--- config.mk ---
export PLATFORM = sky130hd
export DESIGN_NAME = hbp_host_port
export DESIGN_NICKNAME = d
export VERILOG_FILES = /design/src/hbp_pkg.sv /design/src/hbp_host_port.sv
export VERILOG_INCLUDE_DIRS = /design/src
export SDC_FILE = /design/constraint.sdc
export NUM_CORES = 1
export LEC_CHECK = 0
export BUFFER_PORTS_ARGS = -buffer_cell sky130_fd_sc_hd__buf_2
export CAP_MARGIN = 15
export CORE_MARGIN = 1.5
export CORE_UTILIZATION = 35
export DETAILED_ROUTE_END_ITERATION = 10
export SYNTH_ARGS = -nofsm -noshare
export SYNTH_HDL_FRONTEND = slang
export SYNTH_SLANG_ARGS = --single-unit
--- constraint.sdc ---
create_clock -name core_clk -period 2.55 [get_ports core_clk]
set_clock_uncertainty 0.1 [all_clocks]
set_input_delay 0.3825 -clock core_clk [delete_from_list [all_inputs] [get_ports core_clk]]
set_output_delay 0.3825 -clock core_clk [all_outputs]
set_load 0.05 [all_outputs]
--- src/hbp_cfg.svh ---
// Constants for the host bus port with interrupt daisy chain.
// Assumes inclusion by hbp_pkg.sv and the port module.
`ifndef HBP_CFG_SVH
`define HBP_CFG_SVH
`define HBP_DATA_W 8
`define HBP_NREG 4
`define HBP_SYNC_STAGES 3
// Register index (channel, control/data)
`define HBP_REG_A_CTRL 2'h0
`define HBP_REG_A_DATA 2'h1
`define HBP_REG_B_CTRL 2'h2
`define HBP_REG_B_DATA 2'h3
// Commands written to a control register
`define HBP_CMD_RESET_TX_PEND 8'h28
`define HBP_CMD_RESET_IN_SERVICE 8'h38
`define HBP_CMD_LOWER_CHAIN_DIS 8'h04
`define HBP_CMD_LOWER_CHAIN_EN 8'h00
`define HBP_CMD_ENABLE_INT 8'h08
`define HBP_CMD_DISABLE_INT 8'h09
`define HBP_VECTOR_RESET 8'h00
`define HBP_REG_RESET 8'h00
`endif

--- src/hbp_pkg.sv ---
// Types for the host bus port with interrupt daisy chain.
// Assumes hbp_cfg.svh is on the include path.
`include "hbp_cfg.svh"
package hbp_pkg;
  // Access sequencer states
  typedef enum logic [1:0] {
    HBP_IDLE = 2'b00,
    HBP_READ = 2'b01,
    HBP_WRITE = 2'b10,
    HBP_RESET = 2'b11
  } hbp_state_e;
  typedef logic [`HBP_DATA_W-1:0] hbp_byte_t;
endpackage

--- src/hbp_host_port.sv ---
// Host parallel bus port with interrupt pending, in-service and daisy chain.
// Assumes strobes from an asynchronous host; one core clock, synchronous reset.
`timescale 1ns/1ns
`default_nettype none
`include "hbp_cfg.svh"

module hbp_host_port (
  // Clock and reset
  input wire logic core_clk,
  input wire logic reset_n,
  // Host bus pins
  input wire logic chipSelect_n,
  input wire logic channelSel,
  input wire logic ctrlDataSel,
  input wire logic read_n,
  input wire logic write_n,
  input wire logic int_ack_n,
  input wire logic [`HBP_DATA_W-1:0] dataIn,
  output logic [`HBP_DATA_W-1:0] dataOut,
  output logic dataOe_n,
  // Interrupt pins
  output logic intReqOut,
  output logic intReqOe_n,
  input wire logic chain_enable_in,
  output logic chain_enable_out,
  // Serial core events and data
  input wire logic txEmptyEvt,
  input wire logic rxAvailEvt,
  input wire logic errorEvt,
  input wire logic statusEvt,
  input wire logic [`HBP_DATA_W-1:0] rxData,
  output logic [`HBP_DATA_W-1:0] txData,
  output logic txLoad,
  output logic rxTaken
);
  // Three-stage synchronisers, one vector per synchronised pin
  logic [2:0] rdSync_reg, wrSync_reg, ackSync_reg, ieiSync_reg;
  logic rdAct, wrAct, ackAct, ieiHigh;
  logic rdAct_reg, wrAct_reg;
  hbp_pkg::hbp_state_e state_reg;
  hbp_pkg::hbp_byte_t regs_reg [`HBP_NREG];
  logic [1:0] regIdx;
  logic [3:0] pending_flag;
  logic in_service_flag;
  logic lower_chain_disable;
  logic intEnable;
  logic [`HBP_DATA_W-1:0] vector_reg;
  logic selRead, selWrite, ackRead, ackCycle, anyPending;
  logic [3:0] evtVec;

  // Agreement of stages two and three counts as a change
  function automatic logic agreed(input logic [2:0] s, input logic prev);
    agreed = (s[1] == s[2]) ? s[2] : prev;
  endfunction

  // Sample asynchronous pins
  always_ff @(posedge core_clk) begin
    if (!reset_n) begin
      rdSync_reg <= 3'h7;
      wrSync_reg <= 3'h7;
      ackSync_reg <= 3'h7;
      ieiSync_reg <= 3'h0;
    end else begin
      rdSync_reg <= {rdSync_reg[1:0], read_n};
      wrSync_reg <= {wrSync_reg[1:0], write_n};
      ackSync_reg <= {ackSync_reg[1:0], int_ack_n};
      ieiSync_reg <= {ieiSync_reg[1:0], chain_enable_in};
    end
  end

  // Filtered levels held between agreements
  logic rdLvl_reg, wrLvl_reg, ackLvl_reg, ieiLvl_reg;
  always_ff @(posedge core_clk) begin
    if (!reset_n) begin
      rdLvl_reg <= 1'b1;
      wrLvl_reg <= 1'b1;
      ackLvl_reg <= 1'b1;
      ieiLvl_reg <= 1'b0;
    end else begin
      rdLvl_reg <= agreed(rdSync_reg, rdLvl_reg);
      wrLvl_reg <= agreed(wrSync_reg, wrLvl_reg);
      ackLvl_reg <= agreed(ackSync_reg, ackLvl_reg);
      ieiLvl_reg <= agreed(ieiSync_reg, ieiLvl_reg);
    end
  end

  // Decoded controls; selects are stable while a strobe is active
  assign rdAct = !rdLvl_reg;
  assign wrAct = !wrLvl_reg;
  assign ackAct = !ackLvl_reg;
  assign ieiHigh = ieiLvl_reg;
  assign ackCycle = ackAct;
  assign regIdx = {channelSel, ctrlDataSel};
  assign selRead = rdAct && !wrAct && !ackAct && !chipSelect_n;
  assign selWrite = wrAct && !rdAct && !ackAct && !chipSelect_n;
  assign ackRead = ackAct && rdAct && !wrAct;
  assign evtVec = {statusEvt, errorEvt, rxAvailEvt, txEmptyEvt};
  assign anyPending = |pending_flag;

  // Access sequencer: one action per strobe
  always_ff @(posedge core_clk) begin
    if (!reset_n) begin
      state_reg <= hbp_pkg::HBP_IDLE;
      rdAct_reg <= 1'b0;
      wrAct_reg <= 1'b0;
    end else begin
      rdAct_reg <= rdAct;
      wrAct_reg <= wrAct;
      case (state_reg)
        hbp_pkg::HBP_IDLE: begin
          if (rdAct && wrAct) begin
            state_reg <= hbp_pkg::HBP_RESET;
          end else if (rdAct) begin
            state_reg <= hbp_pkg::HBP_READ;
          end else if (wrAct) begin
            state_reg <= hbp_pkg::HBP_WRITE;
          end
        end
        hbp_pkg::HBP_READ: begin
          if (rdAct && wrAct) begin
            state_reg <= hbp_pkg::HBP_RESET;
          end else if (!rdAct) begin
            state_reg <= hbp_pkg::HBP_IDLE;
          end
        end
        hbp_pkg::HBP_WRITE: begin
          if (rdAct && wrAct) begin
            state_reg <= hbp_pkg::HBP_RESET;
          end else if (!wrAct) begin
            state_reg <= hbp_pkg::HBP_IDLE;
          end
        end
        default: begin
          if (!rdAct && !wrAct) begin
            state_reg <= hbp_pkg::HBP_IDLE;
          end
        end
      endcase
    end
  end

  // Strobe-combination reset reaches every control register
  logic softReset;
  assign softReset = rdAct && wrAct;
  logic wrStart, rdStart;
  assign wrStart = selWrite && !wrAct_reg && state_reg == hbp_pkg::HBP_IDLE;
  assign rdStart = selRead && !rdAct_reg && state_reg == hbp_pkg::HBP_IDLE;
  logic cmdWrite;
  assign cmdWrite = wrStart && !ctrlDataSel;

  // Register file captures write data at strobe start
  always_ff @(posedge core_clk) begin
    if (!reset_n || softReset) begin
      for (int i = 0; i < `HBP_NREG; i++) begin
        regs_reg[i] <= `HBP_REG_RESET;
      end
    end else if (wrStart) begin
      regs_reg[regIdx] <= dataIn;
    end
  end

  // Vector, chain disable and interrupt enable commands
  always_ff @(posedge core_clk) begin
    if (!reset_n || softReset) begin
      lower_chain_disable <= 1'b0;
      intEnable <= 1'b0;
      vector_reg <= `HBP_VECTOR_RESET;
    end else if (cmdWrite) begin
      if (dataIn == `HBP_CMD_LOWER_CHAIN_DIS) begin
        lower_chain_disable <= 1'b1;
      end else if (dataIn == `HBP_CMD_LOWER_CHAIN_EN) begin
        lower_chain_disable <= 1'b0;
      end else if (dataIn == `HBP_CMD_ENABLE_INT) begin
        intEnable <= 1'b1;
      end else if (dataIn == `HBP_CMD_DISABLE_INT) begin
        intEnable <= 1'b0;
      end else if (channelSel) begin
        vector_reg <= dataIn;
      end
    end
  end

  // Pending flags: set wins over clear, acknowledge leaves them alone
  always_ff @(posedge core_clk) begin
    if (!reset_n || softReset) begin
      pending_flag <= 4'h0;
    end else begin
      for (int i = 0; i < 4; i++) begin
        if (evtVec[i]) begin
          pending_flag[i] <= 1'b1;
        end else if (i == 0 && ((wrStart && ctrlDataSel) || (cmdWrite && dataIn == `HBP_CMD_RESET_TX_PEND))) begin
          pending_flag[i] <= 1'b0;
        end else if (i == 1 && rdStart && ctrlDataSel) begin
          pending_flag[i] <= 1'b0;
        end else if (i > 1 && cmdWrite && dataIn == `HBP_CMD_RESET_TX_PEND) begin
          pending_flag[i] <= 1'b0;
        end
      end
    end
  end

  // Vector answer: held only through the acknowledge read that won it,
  // so a device already in service never answers a later acknowledge
  logic answerNow, vecAnswer_reg;
  assign answerNow = ackRead && anyPending && ieiHigh && !in_service_flag;
  always_ff @(posedge core_clk) begin
    if (!reset_n || softReset) begin
      vecAnswer_reg <= 1'b0;
    end else begin
      vecAnswer_reg <= answerNow || (vecAnswer_reg && ackRead);
    end
  end

  // In-service flag: set by answered acknowledge, cleared by command only
  always_ff @(posedge core_clk) begin
    if (!reset_n || softReset) begin
      in_service_flag <= 1'b0;
    end else if (ackRead && anyPending && ieiHigh && !in_service_flag) begin
      in_service_flag <= 1'b1;
    end else if (cmdWrite && dataIn == `HBP_CMD_RESET_IN_SERVICE) begin
      in_service_flag <= 1'b0;
    end
  end

  // Data bus drive: register read or acknowledge vector
  always_ff @(posedge core_clk) begin
    if (!reset_n || softReset) begin
      dataOut <= `HBP_REG_RESET;
      dataOe_n <= 1'b1;
    end else if (ackRead && anyPending && ieiHigh && !in_service_flag) begin
      dataOut <= vector_reg;
      dataOe_n <= 1'b0;
    end else if (ackRead && vecAnswer_reg) begin
      dataOut <= vector_reg;
      dataOe_n <= 1'b0;
    end else if (selRead) begin
      dataOut <= (regIdx[0]) ? rxData : regs_reg[regIdx];
      dataOe_n <= 1'b0;
    end else begin
      dataOut <= `HBP_REG_RESET;
      dataOe_n <= 1'b1;
    end
  end

  // Chain enable out and open-drain request
  always_ff @(posedge core_clk) begin
    if (!reset_n || softReset) begin
      chain_enable_out <= 1'b0;
      intReqOut <= 1'b0;
      intReqOe_n <= 1'b1;
    end else begin
      if (lower_chain_disable || !ieiHigh || in_service_flag) begin
        chain_enable_out <= 1'b0;
      end else if (ackCycle && anyPending) begin
        chain_enable_out <= 1'b0;
      end else begin
        chain_enable_out <= 1'b1;
      end
      intReqOut <= 1'b0;
      if (ackCycle) begin
        intReqOe_n <= intReqOe_n | !(intEnable && anyPending && ieiHigh && !in_service_flag);
      end else begin
        intReqOe_n <= !(intEnable && anyPending && ieiHigh && !in_service_flag);
      end
    end
  end

  // Strobes toward the serial core
  always_ff @(posedge core_clk) begin
    if (!reset_n || softReset) begin
      txData <= `HBP_REG_RESET;
      txLoad <= 1'b0;
      rxTaken <= 1'b0;
    end else begin
      txLoad <= wrStart && ctrlDataSel;
      rxTaken <= rdStart && ctrlDataSel;
      if (wrStart && ctrlDataSel) begin
        txData <= dataIn;
      end
    end
  end

  // Checks
  acknowledge_no_clear_a: assert property (@(posedge core_clk) disable iff (!reset_n)
    (ackCycle && !softReset && |pending_flag && !cmdWrite && !rdStart) |=> |pending_flag)
    else $error("pending cleared by acknowledge");
  in_service_set_a: assert property (@(posedge core_clk) disable iff (!reset_n)
    $rose(in_service_flag) |-> $past(ackRead) && $past(ieiHigh) && $past(anyPending))
    else $error("in-service set without cause");
  in_service_hold_a: assert property (@(posedge core_clk) disable iff (!reset_n)
    $fell(in_service_flag) |-> $past(cmdWrite) || $past(softReset) || !$past(reset_n))
    else $error("in-service cleared without command");
  chain_disable_a: assert property (@(posedge core_clk) disable iff (!reset_n)
    lower_chain_disable |=> !chain_enable_out)
    else $error("chain out high while disabled");
  chain_idle_a: assert property (@(posedge core_clk) disable iff (!reset_n)
    (!ackCycle && !softReset && !lower_chain_disable && ieiHigh && !in_service_flag) |=> chain_enable_out)
    else $error("chain out low in idle");
  chain_ack_a: assert property (@(posedge core_clk) disable iff (!reset_n)
    (ackCycle && anyPending) |=> !chain_enable_out)
    else $error("chain out high with pending in acknowledge");
  no_new_request_a: assert property (@(posedge core_clk) disable iff (!reset_n)
    (ackCycle && intReqOe_n && !softReset) |=> intReqOe_n)
    else $error("new request during acknowledge");
  read_drive_a: assert property (@(posedge core_clk) disable iff (!reset_n)
    (!selRead && !ackRead) |=> dataOe_n)
    else $error("bus driven without read");
  strobe_reset_a: assert property (@(posedge core_clk) disable iff (!reset_n)
    softReset |=> !in_service_flag && pending_flag == 4'h0)
    else $error("strobe reset ignored");
  vector_answer_a: assert property (@(posedge core_clk) disable iff (!reset_n)
    (ackAct && !dataOe_n) |-> $past(answerNow) || $past(vecAnswer_reg))
    else $error("vector driven without answer");
  rx_pending_clear_a: assert property (@(posedge core_clk) disable iff (!reset_n)
    (rdStart && ctrlDataSel && !rxAvailEvt) |=> !pending_flag[1])
    else $error("receive pending kept after data read");
  tx_pending_clear_a: assert property (@(posedge core_clk) disable iff (!reset_n)
    (wrStart && ctrlDataSel && !txEmptyEvt) |=> !pending_flag[0])
    else $error("transmit pending kept after data write");
endmodule // hbp_host_port
`default_nettype wire

; ---- Yosys cells after proc, flatten, opt, wreduce, memory -nomap -nowiden
; Memory sizes are Yosys's and may differ from the RTL's.
; Cells that the tools add are included.
[word_totals]
reg_bits = 57
ramBits = 32
input_bits = 29
out_inout_bits = 22
word_cells = 146
n_memories = 1
[classes]
eq_ne = 14
muxes = 39
bitwise_logic = 5
reduce_logical = 60
[mem_list]
columns = name, depth, width, rd, rd_ports_with_merged_regs, write_ports, line_no
row1 = regs_reg, 4, 8, 1, 0, 4, hbp_host_port.sv:41  ; hbp_pkg::hbp_byte_t regs_reg [`HBP_NREG];
[op_table]
columns = cell, count
row1 = $mux 8, 5
row2 = $logic_and 1x1->1, 27
row3 = $mux 1, 24
row4 = $mux 2, 9
row5 = $eq 8x4->1 const B, 2
row6 = $eq 8x6->1 const B, 2
row7 = $reduce_bool 2->1, 7
row8 = $logic_not 1->1, 11
row9 = $eq 8x3->1 const B, 1
row10 = $logic_not 8->1, 1
row11 = $reduce_and 4->1, 2
row12 = $reduce_or 8->1, 1
row13 = $ne 3x3->1 const B, 2
row14 = $pmux 2 s3, 1
row15 = $reduce_and 6->1, 1
row16 = $logic_or 1x1->1, 5
row17 = $eq 1x1->1, 4
row18 = $ne 4x4->1 const B, 1
row19 = $not 1->1, 4
row20 = $reduce_bool 4->1, 1
row21 = $reduce_or 4->1, 1
row22 = $eq 2x1->1 const B, 1
row23 = $eq 2x2->1 const B, 1
row24 = $logic_not 2->1, 1
row25 = other kinds (3), 3

; ---- Logic depth before layout (Yosys ltp)
[depth]
depth_word = 11
mapped_depth = 7

; ---- Worst setup path after synthesis
; OpenSTA, ideal clock, no wires.
[synth_timing]
kind = input port to flip-flop
from = input port ctrlDataSel
to = memory regs_reg[0][0] (netlist name) (enable)
setup_time_ps = 384
t_arrival_ps = 1899
required_ps = 2066
setup_slack_ps = 167
path_stages = 5
path_buffers = 2
path_cell_list = buf_6 > or3_4 > or2_1 > buf_2 > o21ai_0
[synth_lines]
columns = item, line_no
row1 = from (decl), hbp_host_port.sv:14  ; input wire logic ctrlDataSel,
row2 = to (decl), hbp_host_port.sv:41

; ---- Worst setup path after layout
[layout_timing]
from = register state_reg[0]
to = register pending_flag[0]
[layout_between]
elab_chain_cells = 6
elab_cells_between_ends = 7
cone_classes = reduce/logical: 7
[layout_rtl]
columns = item, line_no
row1 = from (decl), hbp_host_port.sv:40  ; hbp_pkg::hbp_state_e state_reg;
row2 = from (signal assigned), hbp_host_port.sv:103  ; state_reg <= hbp_pkg::HBP_IDLE;
row3 = from (signal assigned), hbp_host_port.sv:112  ; state_reg <= hbp_pkg::HBP_RESET;
row4 = from (signal assigned), hbp_host_port.sv:114  ; state_reg <= hbp_pkg::HBP_READ;
row5 = $logic_not 2->1 (*), hbp_host_port.sv:146  ; assign wrStart = selWrite && !wrAct_reg && state_reg == hbp_pkg::HBP_IDLE;
row6 = $logic_and 1x1->1 (*), hbp_host_port.sv:146
row7 = $logic_and 1x1->1, hbp_host_port.sv:149  ; assign cmdWrite = wrStart && !ctrlDataSel;
row8 = $logic_and 1x1->1 (no source line), n/a
row9 = $logic_or 1x1->1 (*), n/a
row10 = $reduce_bool 2->1 (no source line) (*), n/a
row11 = to (signal assigned), hbp_host_port.sv:186  ; pending_flag <= 4'h0;
row12 = "to (signal, indexed assignment)", hbp_host_port.sv:190  ; pending_flag[i] <= 1'b1;
row13 = "to (signal, indexed assignment)", hbp_host_port.sv:192  ; pending_flag[i] <= 1'b0;
row14 = to (decl), hbp_host_port.sv:43  ; logic [3:0] pending_flag;
; Every way passes the cells marked *; elsewhere a longest branch is shown, timed or not.
; A chain may end at the register's enable or synchronous reset.

==> metrics.md <==
| Metric | Value |
|---|---|
| Outcome | `completed` |
| Commonest non-fill, non-tap cell in the layout | `dfxtp_1` |
| Clk slew on worst S/H paths | `0.08 ns` |
| Max_cap viols | `0` |
| Min Tclk post-route | `2.309 ns` |
| Seq cells post-synth | `73` |
| Placed Instances | `422` |
| Dpl ws | `0.2606 ns` |
| Fin area | `3546 µm²` |
| Max reg flops | `16` |
| Critical Path Slowest Stage Cell | `or4b_1` |
| PD cells | `669.9 nW/µm²` |
| WL/cell | `14.26 µm` |
| Commonest cells after routing, fill and taps aside | `57 x dfxtp_1, 49 x buf_2, 27 x nor2_1` |
| Drc violations | `0` |
| Iter 0 DRT Violations | `97` |
| Post-synth net total | `311` |
| Hold Fails Final Rpt | `0` |
| Final nets | `361` |
| Fraction of registers with async set/reset | `0` |
| CTS Root Cell | `clkbuf_8` |
| Setup Buffers After CTS | `0` |
| RD Place Congestion | `0.7465` |
| Fill count | `802` |
| Synth warn | `0` |
| Rel. slew slack | `0.5713` |
| WP data required | `2.68 ns` |
| Area Growth Syn to Fin | `18.98%` |
| Register area share after synthesis | `0.5441` |
| Std cell rows | `33` |
| Worst VDD drop | `0.0003187 V` |
| CTS hold repair buffers | `0` |
| RSZ-0062 raised after global routing | `no` |
| Initial Utilization | `0.3627` |
| CTS Buf Count | `9` |
| Top FF cell, synth | `dfxtp_1` |
| Worst-margin pin slew | `0.6377 ns` |
| Via Count | `2,138` |
| CP Cell Sequence | `inv_1, ha_1, nand4b_4, or4b_1, a32o_1` |
| DP Area | `3322 µm²` |
| Synth Instances | `278` |
| Fin Hold WS | `0.1172 ns` |
| Syn_area_per_cell | `10.72 µm²` |
| CTS tree | `built` |
| Final non-filler cell total | `438` |
| Routed wire length | `6245 µm` |
| GR Util All Layers | `0.1482` |
| Max Freq | `433.0 MHz` |
| Max-slew violations | `0` |
| Vias/cell | `4.881` |
| Vias in the first global route | `1,994` |
| Post-DP HPWL | `4378 µm` |
| Setup Viol. Count Final | `0` |
| Die Wd | `95.28 µm` |
| Detail Route Antenna Nets | `0` |
| CTS Sinks | `73` |
| Antenna diodes | `0` |
| Post_cts resized | `0` |
| Period utilization | `0.9056` |
| Setup crit start kind | `register` |
| CORE AREA | `8217 µm²` |
| Grt ovf | `0` |
| Total die area | `9078 µm²` |
| Die extent in y | `95.28 µm` |
| Worst-Skew Late Latency | `0.34 ns` |
| Crit path max fanout | `10` |
| Setup ws final | `0.2407 ns` |
| Post-synth EDFFs | `16` |
| First-pass GRT wire length | `9818 µm` |
| Synthesized area | `2980 µm²` |
| Hold Crit Class | `in2reg` |
| Layout cells sized above 1 | `0.2583` |
| Pin count of the biggest net entering global routing | `22` |
| Pleak | `1.494 nW` |
| Num ports | `51` |
| Antenna violations before repair | `0` |
| Setup_tns | `0 ns` |
| H-tree levels | `3` |
| CP max stage delay | `0.79 ns` |
| Crit path arrival time | `2.44 ns` |
| Worst Setup Path Type | `reg2reg` |
| Setup crit end kind | `register` |
| I/O Buffers | `49` |
| CTS Buffer Depth | `2` |
| Synth unique cells | `50` |
| 1st-pass router iterations | `4` |
[worst max-delay path: cells and delay by family (launching register included)]
family	cells	cell delay [ns]
AO/OA/AOI/OAI	1	0.36
adder cells (fa/ha/maj)	1	0.30
buffers and inverters	1	0.09
flip-flops	1	0.35
AND/OR/NAND/NOR	2	1.00
[synthesized netlist by cell type, types with 2 or more instances]
master / instances / area (µm²)
a21oi_1: 21 / 105.1
a22o_1: 2 / 17.52
a32o_1: 2 / 20.02
and2_1: 16 / 100.1
buf_2: 7 / 35.03
buf_4: 2 / 15.01
clkbuf_1: 6 / 22.52
dfxtp_1: 57 / 1141
edfxtp_1: 16 / 480.5
ha_1: 4 / 50.05
inv_1: 6 / 22.52
mux2_2: 2 / 22.52
mux2i_1: 19 / 190.2
nand2_1: 10 / 37.54
nand2b_1: 10 / 62.56
nand3_1: 5 / 25.02
nor2_1: 27 / 101.4
nor2b_1: 6 / 37.54
nor3_4: 2 / 32.53
nor4_1: 5 / 31.28
o211ai_1: 2 / 15.01
o21a_1: 2 / 15.01
o21ai_0: 14 / 70.07
o2bb2ai_1: 8 / 70.07
or3_4: 2 / 22.52
[per-stage QoR]
step | utilization | power (W)
detailed placement | 0.4043 | 0.001416
global placement | 0.4043 | 0.001413
global route | 0.4316 | 0.002472
CTS | 0.4316 | 0.002406
floorplan | - | 0.001351
finish | 0.4316 | 0.002375
[cell families (layout without fill, tap and decap cells)]
family | count (synthesis) | count (layout) | synth area share
mux | 21 | 21 | 0.07137
buf+inv | 23 | 78 | 0.03694
flops | 73 | 73 | 0.5441
simple gates | 99 | 99 | 0.2078
fa+ha+maj | 4 | 4 | 0.01679
other cells | 1 | 1 | 0.001258
compound gates | 57 | 57 | 0.1218
[path summary, 6_finish.rpt]
check,from,slack (ns),endpoint,cells past startpoint
hold / removal,int_ack_n,0.12,ackSync_reg[0],2
hold reg to reg,wrSync_reg[0],0.31,wrSync_reg[1],1
setup reg to reg,state_reg[0],0.24,pending_flag[0],5
setup / recovery,state_reg[0],0.24,pending_flag[0],5
[where the power goes]
part / total (W) / internal (W) / leakage, nW / switching [W]
registers: 0.00122 / 0.00120 / 0.628 / 0.0000117
clock network: 0.000987 / 0.000562 / 0.114 / 0.000426
logic: 0.000173 / 0.0000716 / 0.752 / 0.000101
total: 0.00238 / 0.00184 / 1.49 / 0.000539
[layout make-up]
type                    instances  area [µm²]  area share
inverters                       6       22.52    0.006351
multi-input cells             182        1249      0.3522
clock buffers                  12       176.4     0.04975
repair buffers                 56       297.8     0.08398
clock inverters                 4       47.55     0.01341
well taps                     105       131.4     0.03705
flip-flops and latches         73        1622      0.4573
[layer usage]
metal | track usage | up-vias | wire length (µm)
met1 | 0.1982 | 1004 | 3102
met2 | 0.2228 | 43 | 2800
met3 | 0.04864 | 7 | 254
li1 | - | 1084 | -
met4 | 0.05224 | 0 | 87
met5 | 0 | - | 0
Power figures use the tool's default switching activity.
